$ cat config.mk
export PLATFORM = sky130hd
export DESIGN_NAME = mdp_top
export DESIGN_NICKNAME = d
export VERILOG_FILES = /design/src/mdp_pkg.sv /design/src/mdp_top.sv
export VERILOG_INCLUDE_DIRS = /design/src /design/src/src
export SDC_FILE = /design/constraint.sdc
export NUM_CORES = 2
export LEC_CHECK = 0
export ABC_AREA = 1
export BUFFER_PORTS_ARGS = -buffer_cell sky130_fd_sc_hd__clkbuf_2
export CAP_MARGIN = 20
export CORE_AREA = 2 2 281 283
export DETAILED_ROUTE_END_ITERATION = 10
export DIE_AREA = 0 0 283 285
export SYNTH_ARGS = -nofsm -noshare
export SYNTH_HDL_FRONTEND = slang
export SYNTH_SLANG_ARGS = --single-unit
$ cat constraint.sdc
create_clock -name core_clk_i -period 7.04 [get_ports core_clk_i]
set_input_delay 1.056 -clock core_clk_i [delete_from_list [all_inputs] [get_ports core_clk_i]]
set_output_delay 1.056 -clock core_clk_i [all_outputs]
set_load 0.02 [all_outputs]
$ cat src/mdp_params.svh
// Purpose: Constants for the matrix shutdown and dither PWM block
// Assumes: Register indices are word indices, byte address is 4x index
// Notes: Included by the design file and the testbench
`ifndef MDP_PARAMS_SVH
`define MDP_PARAMS_SVH
`define MDP_IDX_CFG 10'h060
`define MDP_IDX_PULL 10'h062
`define MDP_IDX_STAT 10'h070
`define MDP_IDX_UPD 10'h0FD
`define MDP_IDX_PWM0 10'h001
`define MDP_UPD_KEY 8'h00
`define MDP_CFG_RST 3'h0
`define MDP_PULL_RST 2'h3
`define MDP_CFG_SSD 0
`define MDP_CFG_MODE_LO 1
`define MDP_CFG_MODE_HI 2
`define MDP_MODE_84 2'h2
`define MDP_MAX6 8'h3F
`define MDP_MAX8 8'hFF
`define MDP_DMAX2 4'h3
`define MDP_DMAX4 4'hF
`endif

$ cat src/mdp_pkg.sv
// Purpose: Types shared by the matrix shutdown and dither PWM block
// Assumes: Nothing beyond the params header
// Notes: Power states are Gray coded along run, soft and hard
package mdp_pkg;
    typedef enum logic [1:0]
    {
        MDP_RUN = 2'h0,
        MDP_SOFT = 2'h1,
        MDP_HARD = 2'h3
    } mdp_pwr_t;
endpackage

$ cat src/mdp_top.sv
// Purpose: Shutdown control, dithered PWM and pull gating for an LED matrix
// Assumes: APB slave, 32-bit data, one 100 MHz clock, sync active-high reset
// Notes: Pending PWM words go live only through the update register
//
// The APB interface to the registers and the placing of the registers were left to the implementer.
`timescale 1ns/1ps
`include "mdp_params.svh"

// Notes on behaviour
// - Pulls enabled only on outputs that are off
// - Registers keep values through either shutdown
// - Soft shutdown bit written 0 enters shutdown
// - Soft shutdown turns all sinks off
// - Bus access works during soft shutdown
// - Low shutdown pin disables all analog drive
// - Pin back high resumes normal operation
// - Bus access works during hardware shutdown
// - Low mode: 6-bit period, 8-bit resolution
// - Low mode: 4-period cycle, 2 dither bits
// - High mode: 8-bit period, 12-bit resolution
// - High mode: 16-period cycle, 4 dither bits
// - Resolution field 00 selects 6+2 mode
// - Resolution field 10 selects 8+4 mode
// - Zero write to update copies pending PWM; here only while the pin is high and the soft shutdown bit is 1
module mdp_top #(
    parameter int NCS = 18,
    parameter int NSW = 12,
    parameter int PWM_DIV = 1
) (
    // Clock and reset
    input wire logic core_clk_i,
    input wire logic rst_i,
    // APB slave
    input wire logic psel_i,
    input wire logic penable_i,
    input wire logic pwrite_i,
    input wire logic [11:0] paddr_i,
    input wire logic [31:0] pwdata_i,
    output logic [31:0] prdata_o,
    output logic pready_o,
    output logic pslverr_o,
    // Shutdown pin, active low
    input wire logic shutdown_pin_n_i,
    // Matrix outputs
    output logic [NSW-1:0] scan_switch_outputs_o,
    output logic [NSW-1:0] sw_pull_down_en_o,
    output logic [NCS-1:0] current_sink_outputs_o,
    output logic [NCS-1:0] cs_pull_up_en_o
);
    localparam int DW = (PWM_DIV > 1) ? $clog2(PWM_DIV) : 1;

    // Whole module state
    typedef struct packed {
        logic [2:0] cfg;
        logic [1:0] pull;
        logic [NCS-1:0][11:0] pend;
        logic [NCS-1:0][11:0] act;
        mdp_pkg::mdp_pwr_t pwr;
        logic [DW-1:0] div;
        logic [7:0] cnt;
        logic [3:0] dcnt;
        logic [NSW-1:0] sw;
        logic [NSW-1:0] swo;
        logic [NCS-1:0] cs;
        logic [NSW-1:0] swpd;
        logic [NCS-1:0] cspu;
        logic [31:0] rdata;
        logic err;
    } mdp_state_t;

    mdp_state_t s_r;
    mdp_state_t s_nxt;
    logic [9:0] idx;
    logic wr_acc;
    logic setup;
    logic tick;
    logic m84;
    logic wrap;
    logic [7:0] cmax;
    logic [3:0] dmax;

    // Decode helpers
    assign idx = paddr_i[11:2];
    assign setup = psel_i & ~penable_i;
    assign wr_acc = psel_i & penable_i & pwrite_i;
    assign m84 = (s_r.cfg[`MDP_CFG_MODE_HI:`MDP_CFG_MODE_LO] == `MDP_MODE_84);
    assign cmax = m84 ? `MDP_MAX8 : `MDP_MAX6;
    assign dmax = m84 ? `MDP_DMAX4 : `MDP_DMAX2;
    assign tick = (PWM_DIV <= 1) || (s_r.div == DW'(PWM_DIV - 1));
    assign wrap = tick && (s_r.cnt >= cmax); // Also recovers when the mode shrinks mid-period

    // Zero-wait slave; read data was latched in setup
    assign pready_o = 1'b1;
    assign prdata_o = s_r.rdata;
    assign pslverr_o = s_r.err;
    assign scan_switch_outputs_o = s_r.swo;
    assign current_sink_outputs_o = s_r.cs;
    assign sw_pull_down_en_o = s_r.swpd;
    assign cs_pull_up_en_o = s_r.cspu;

    // Bit reversal spreads the extra steps over the cycle
    function automatic logic extra_step(input logic [3:0] d, input logic [3:0] lo,
                                        input logic hi);
        logic [3:0] r;
        r = hi ? {d[0], d[1], d[2], d[3]} : {2'h0, d[0], d[1]};
        extra_step = (r < lo);
    endfunction

    // Next-state logic
    always_comb
    begin
        logic [8:0] lim;
        logic [3:0] lo;
        logic on;
        logic run;
        lim = 9'h000;
        lo = 4'h0;
        on = 1'b0;
        s_nxt = s_r;
        s_nxt.err = 1'b0;
        run = (s_r.pwr == mdp_pkg::MDP_RUN);
        // Power state follows pin first, then soft bit
        if (!shutdown_pin_n_i)
        begin
            s_nxt.pwr = mdp_pkg::MDP_HARD;
        end
        else if (!s_r.cfg[`MDP_CFG_SSD])
        begin
            s_nxt.pwr = mdp_pkg::MDP_SOFT;
        end
        else
        begin
            s_nxt.pwr = mdp_pkg::MDP_RUN;
        end
        // Register access ignores power state, except that update copies only when awake
        if (setup)
        begin
            s_nxt.rdata = 32'h0000_0000;
            if (idx == `MDP_IDX_CFG)
            begin
                s_nxt.rdata[2:0] = s_r.cfg;
            end
            else if (idx == `MDP_IDX_PULL)
            begin
                s_nxt.rdata[1:0] = s_r.pull;
            end
            else if (idx == `MDP_IDX_STAT)
            begin
                s_nxt.rdata[7:0] = {s_r.dcnt, 1'b0, m84, s_r.pwr};
            end
            else if (idx == `MDP_IDX_UPD)
            begin
                s_nxt.rdata = 32'h0000_0000;
            end
            else if (idx >= `MDP_IDX_PWM0 && idx < `MDP_IDX_PWM0 + 10'(NCS))
            begin
                s_nxt.rdata[11:0] = s_r.pend[idx - `MDP_IDX_PWM0];
            end
            else
            begin
                s_nxt.err = 1'b1;
            end
        end
        else if (wr_acc)
        begin
            s_nxt.err = s_r.err;
            if (idx == `MDP_IDX_CFG)
            begin
                s_nxt.cfg = pwdata_i[2:0];
            end
            else if (idx == `MDP_IDX_PULL)
            begin
                s_nxt.pull = pwdata_i[1:0];
            end
            else if (idx == `MDP_IDX_UPD)
            begin
                // Update only when fully awake and key matches
                if (pwdata_i[7:0] == `MDP_UPD_KEY && shutdown_pin_n_i
                    && s_r.cfg[`MDP_CFG_SSD])
                begin
                    s_nxt.act = s_r.pend;
                end
            end
            else if (idx >= `MDP_IDX_PWM0 && idx < `MDP_IDX_PWM0 + 10'(NCS))
            begin
                s_nxt.pend[idx - `MDP_IDX_PWM0] = pwdata_i[11:0];
            end
        end
        else if (psel_i)
        begin
            s_nxt.err = s_r.err;
        end
        // Step enable divider
        s_nxt.div = tick ? '0 : DW'(s_r.div + 1'b1);
        // Period and dither counters
        if (tick)
        begin
            s_nxt.cnt = wrap ? 8'h00 : 8'(s_r.cnt + 8'h01);
        end
        if (wrap)
        begin
            s_nxt.dcnt = (s_r.dcnt >= dmax) ? 4'h0 : 4'(s_r.dcnt + 4'h1);
            s_nxt.sw = {s_r.sw[NSW-2:0], s_r.sw[NSW-1]};
        end
        // Switch drive blanked outside run, on the same edge that registers the power decision
        s_nxt.swo = (s_nxt.pwr == mdp_pkg::MDP_RUN) ? s_nxt.sw : '0;
        // Sink compare with per-period extra step
        for (int i = 0; i < NCS; i++)
        begin
            if (m84)
            begin
                lo = s_r.act[i][3:0];
                lim = {1'b0, s_r.act[i][11:4]};
            end
            else
            begin
                lo = {2'h0, s_r.act[i][1:0]};
                lim = {3'h0, s_r.act[i][7:2]};
            end
            lim = 9'(lim + {8'h00, extra_step(s_r.dcnt, lo, m84)});
            on = ({1'b0, s_r.cnt} < lim);
            s_nxt.cs[i] = on && run;
            // Pull-up only on an idle sink and with analog alive
            s_nxt.cspu[i] = !(on && run) && s_r.pull[1]
                            && shutdown_pin_n_i;
        end
        // Pull-down judged on the drive value it is registered beside, so no overlap
        for (int j = 0; j < NSW; j++)
        begin
            s_nxt.swpd[j] = !s_nxt.swo[j] && s_r.pull[0]
                            && shutdown_pin_n_i;
        end
    end

    // State register; shutdown never touches register contents
    always_ff @(posedge core_clk_i)
    begin
        if (rst_i)
        begin
            s_r <= '0;
            s_r.cfg <= `MDP_CFG_RST;
            s_r.pull <= `MDP_PULL_RST;
            s_r.pwr <= mdp_pkg::MDP_HARD;
            s_r.sw <= NSW'(1);
        end
        else
        begin
            s_r <= s_nxt;
        end
    end
endmodule // mdp_top

# [Word level (Yosys, flattened, before mapping)]
# Cells that the tools add are included.
# Widths: inputs -> output; s select.
[word_totals] regBits=556 latch_bits=0 ramBits=0 rom_bits=0 in_bits=50 out_inout_bits=94 word_cells=312 n_memories=0
[classes] addsub=21 multipliers=0 div=0 order_cmp=42 n_eq_ne=7 shift=0 muxes=65 bitwise=8 n_reduce_logical=121
[op_table] op="$bwmux 216" count=1
[op_table] op="$add 9x1->9" count=18
[op_table] op="$lt 8x9->1" count=18
[op_table] op="$mux 8" count=20
[op_table] op="$mux 4" count=22
[op_table] op="$logic_and 1x1->1" count=82
[op_table] op="$lt 4x4->1" count=18
[op_table] op="$mux 12" count=6
[op_table] op="$bmux 12 s5" count=1
[op_table] op="$demux 12 s5" count=1
[op_table] op="$eq 10x7->1 const B" count=3
[op_table] op="$logic_not 1->1" count=30
[op_table] op="$mux 29" count=1
[op_table] op="$ge 10x1->1 const B" count=2
[op_table] op="$reduce_and 6->1" count=2
[op_table] op="$eq 10x8->1 const B" count=1
[op_table] op="$lt 10x5->1 const B" count=1
[op_table] op="$lt 10x6->1 const B" count=1
[op_table] op="$mux 10" count=1
[op_table] op="$sub 10x1->10 const B" count=1
[op_table] op="$mux 1" count=9
[op_table] op="$add 8x1->8 const B" count=1
[op_table] op="$ge 8x8->1" count=1
[op_table] op="$logic_not 8->1" count=1
[op_table] op="other kinds (13)" count=22

# [Depth between registers and ports, before layout]
[logic_depth] depth_word=9 mapped_depth=26 mapped_depth_nobuf=22

# [Worst setup path after synthesis]
# No wires, ideal clock.
[synth_timing] kind="register to register" start="register s_r[555] in the netlist's numbering" end="register s_r (netlist bit cs_pull_up_en_o[2])" setup_ns=0.109 arrival_time_ns=4.663 required_time_ns=6.931 path_slack_ns=2.267 path_stages_with_launch=26 n_path_buf=4 period_less_slack_ns=4.773 cell_sequence="dfxtp_1 inv_2 nand2_2 buf_2 buf_2 clkbuf_1 clkbuf_1 o21ai_0 ha_1 o21ai_0 nand2_1 a31oi_1 ha_1 ha_1 nand2_1 nor2_1 nand3_1 xor2_1 ha_1 a21oi_1 nand3b_1 nand2_1 nor2_1 nand3_1 nand2_1 inv_1"
[synth_between] elab_chain_len=9 word_cells_on_any_way=11 cone_classes="1 x add/sub; 2 x order compare; 1 x eq/ne; 3 x mux; 4 x reduce/logical"
[synth_rtl] element="from (decl)" line_no="mdp_top.sv:71" source="mdp_state_t s_r;"
[synth_rtl] element="from (signal assigned)" line_no="mdp_top.sv:248" source="s_r <= s_nxt;"
[synth_rtl] element="$eq 2x2->1 (no line) *"
[synth_rtl] element="$mux 4, on equally long branches" line_no="mdp_top.sv:105, mdp_top.sv:210"
[synth_rtl] element="$lt 4x4->1" line_no="mdp_top.sv:106" source="extra_step = (r < lo);"
[synth_rtl] element="$add 9x1->9 *" line_no="mdp_top.sv:220" source="lim = 9'(lim + {8'h00, extra_step(s_r.dcnt, lo, m84)});"
[synth_rtl] element="$lt 8x9->1 *" line_no="mdp_top.sv:221" source="on = ({1'b0, s_r.cnt} < lim);"
[synth_rtl] element="$logic_and 1x1->1 *" line_no="mdp_top.sv:224" source="s_nxt.cspu[i] = !(on && run) && s_r.pull[1]"
[synth_rtl] element="$logic_not 1->1 *" line_no="mdp_top.sv:224"
[synth_rtl] element="$logic_and 1x1->1 *" line_no="mdp_top.sv:224"
[synth_rtl] element="$logic_and 1x1->1 *" line_no="mdp_top.sv:225" source="&& shutdown_pin_n_i;"
# Every way passes the cells marked *; elsewhere a longest branch is shown, timed or not.
# A chain may end at the register's enable or synchronous reset.

# [Worst setup path after layout]
[layout_timing] start="register s_r[556] in the netlist's numbering" end="register s_r (netlist bit cs_pull_up_en_o[14])"
# Same word-level chain as after synthesis.

==> results.yml <==
timing:
  fin_crit_ns: 4.718
  relSlewSlack_pct: 22.19
  fmax_mhz: 212.0
  finalClockSkew_ns: 0.02335
  hold_viol: 0
  tightest_slew_ns: 1.166
  drv_slew: 0
  min_period_over_period_pct: 67.02
  whs_ns: 0.4551
  tns_ns: 0
  rsz0062_at_grt: "no"
  setup_viol: 0
synthesis:
  synth_warnings: 0
  synth_area_leaders: "dfxtp_1 (35%), nand2_1 (11%), a21oi_1 (9.0%)"
  netlist.area_leader.share_pct: 34.84
  synth.most_common_cell: "nand2_1"
  ys_top_cells_by_count: "nand2_1 (917), nor2_1 (574), a21oi_1 (555)"
  yosysTopAreaCell: "dfxtp_1"
  synthFlopType: "dfxtp_1"
  yosysSeqAreaShare_pct: 34.84
  synth_edf_count: 0
  netlist_instances: 4508
  synthDistinctLibCells: 42
  synth-seq-cells: 536
  async_reset_ff_share_pct: 0
  avgSynthCellArea_um2: 6.832
  syn_area_mm2: 0.03080
grt:
  grt_pass1_wl_um: 149700
  grt_pass1_vias: 25543
  grt_util_met3_pct: 2.824
  use_met1_pct: 32.20
  grt.busiest_layer: "met2"
  grt-ovfl-total: 0
  grt_max_degree: 194
  use_met2_pct: 37.76
  antenna_found_initial: 0
  grt_util_all_layers_pct: 23.31
die:
  start_util_pct: 39.50
  core_area_mm2: 0.07797
  fp.dieW_um: 283
  ios: 144
  placementRows: 103
  die_area_mm2: 0.08066
  die_h_um: 285
cts:
  cts_tree: "done"
  clock_latency_ns: 0.64
  cts_sinks: 536
  clock-root-buffer: "clkbuf_16"
  post_cts_resized: 0
  clk_pin_slew_ns: 0.06
  post_cts_buffers: 0
  h-tree-depth: 2
  cts_made_buffers: 59
  cts_max_path_buffers: 3
  hold_buffers: 0
critical_path:
  r2r_cells: 20
  worstPathRequired_ns: 7.57
  r2r-end: "cs_pull_up_en_o[14]"
  r2r_setup_slack_ns: 2.32
  r2r-start: "s_r[556]"
  cp_slowest_stage_delay_ns: 0.74
  worstSetupEndpoint: "cs_pull_up_en_o[14]"
  cp_max_fo: 29
  worst-path-stages: 20
  path_class: "register to register"
  crit_path_cell_trace: "inv_1 > nor2_4 > buf_4 > nand2_1 > ha_1 > a31oi_1 > ha_1 > ha_1 > nand2_1 > nor2_1 > nand3_1 > xor2_1 > ha_1 > a21oi_1 > nand3b_1 > nand2_1 > nor2_1 > nand3_1 > nand2_1 > inv_1"
  worstSetupEndpointType: "register"
  cp-startpoint: "s_r[556]"
  start_kind: "register"
  worstPathBufferInverterCount: 3
  cpMaxStageDelayCell: "nor2_4"
  arrival_ns: 5.25
  critical-path-top-delay-family: "simple AND/OR/NAND/NOR gates"
power:
  p_seq_share_pct: 44.7
  power_frac_comb_pct: 7.8
  p_sw_share_pct: 25.22
  p_leak_nw: 13.32
  power_density_mw_per_mm2: 205.0
  p_clk_share_pct: 47.5
  p_int_w: 0.005103
  power_switching_w: 0.001722
  max-vdd-ir-drop_v: 0.0001837
finish:
  final_layout_size_suffix_gt1_share_pct: 6.547
  n_antenna_cell: 0
  final_util_pct: 42.70
  design_area_mm2: 0.03329
  num-nets-final: 4627
  regArea_mm2: 0.01074
  multi_input_area_mm2: 0.01697
  instances_no_fill: 5464
  n_fill_cell: 8193
  area_growth_pct: 8.093
detailed_routing:
  routed_wirelength_um: 96790
  first_pass_iters: 5
  drc_errors: 0
  wl_per_cell_um: 17.71
  drtAntennaViolNets: 0
  drt_iter0_markers: 2229
  avgViaCountPerCell: 5.214
  vias: 28489
hold_path:
  hold_path_class: "register to register"
  holdPathStages: 2
outcome:
  outcome: "completed"
placed_design:
  placed_cell_area_mm2: 0.03127
  dp.cells: 5356
  gp_congestion: 0.8669
  port_buffers: 100
  dp_hpwl_um: 62650
job:
  max_cap_viol_count: 0
final cells by class:
type | count | area share (%)
timing repair buffer | 149 | 2.826
sequential | 536 | 32.26
clock buffer | 92 | 5.382
multi-input combinational | 3274 | 50.97
clock inverter | 16 | 0.6765
tap | 1050 | 3.946
inverter | 347 | 3.939
flip-flops by register name (all words and copies together), names as in the netlist:
signal                  count
cs_pull_up_en_o            18
current_sink_outputs_o     18
prdata_o                   12
pslverr_o                   1
s_r                       463
scan_switch_outputs_o      12
sw_pull_down_en_o          12
cells by family after synthesis:
group | share of synthesized area (%)
xor gates and xnor gates | 2.645
other | 0.02438
muxes | 0.3900
adders and majority gates | 8.531
and+or+nand+nor | 26.22
DFF | 34.84
AOI/OAI and AO/OA | 16.84
buffers and inverters | 10.51
power groups by stage:
stage	clock [W]	sequential, W	combinational, W
CTS	0.00330	0.00305	0.000527
finish	0.00324	0.00305	0.000533
detailed placement	0	0.00312	0.000525
floorplan	0	0.00312	0.000364
global placement	0	0.00312	0.000526
global route	0.00343	0.00305	0.000584
placed cells by master (no fill, tap or decap), drive strengths merged, types with 10 or more instances in the layout:
cell	Yosys	final
a211oi	19	19
a21oi	555	555
a22oi	12	12
a31oi	18	18
buf	200	51
clkbuf	170	190
clkinv	12	19
conb	2	21
dfxtp	536	536
ha	210	210
inv	335	337
mux2i	12	12
nand2	919	919
nand3	334	334
nand3b	53	53
nand4	26	26
nor2	576	576
nor3	14	14
o21a	15	15
o21ai	368	368
or2	10	10
xnor2	43	43
xor2	50	50
per-layer routing:
layer / vias to the layer above / wire [um]
met5: - / 0
met4: 0 / 3013
met3: 153 / 5572
met2: 743 / 43770
met1: 13181 / 44440
li1: 14412 / -
stage by stage:
| step | worst slack (ns) | power, W |
|---|---|---|
| floorplan | 2.267 | 0.003484 |
| global placement | 2.360 | 0.003641 |
| detailed placement | 2.339 | 0.003641 |
| CTS | 2.315 | 0.006874 |
| global route | 1.943 | 0.007059 |
| finish | 2.322 | 0.006825 |
how the worst min path moves through the flow:
stage | startpoint | to | slack, ns
6_report | s_r[276] | s_r[276] | 0.46
5_1_grt | s_r[536] | s_r[536] | 0.48
4_1_cts | s_r[252] | s_r[252] | 0.45
3_5_place_dp | s_r[252] | s_r[252] | 0.45
3_3_place_gp | s_r[252] | s_r[252] | 0.44
2_1_floorplan | s_r[120] | s_r[120] | 0.42
tightest hold or removal path, delay by kind of cell (launching register included):
kind / cells / cell delay (ns)
AO/OA/AOI/OAI: 1 / 0.05
buffers and inverters: 1 / 0.06
flip-flops: 1 / 0.30
Note: power is estimated with default switching activity, not from simulation.
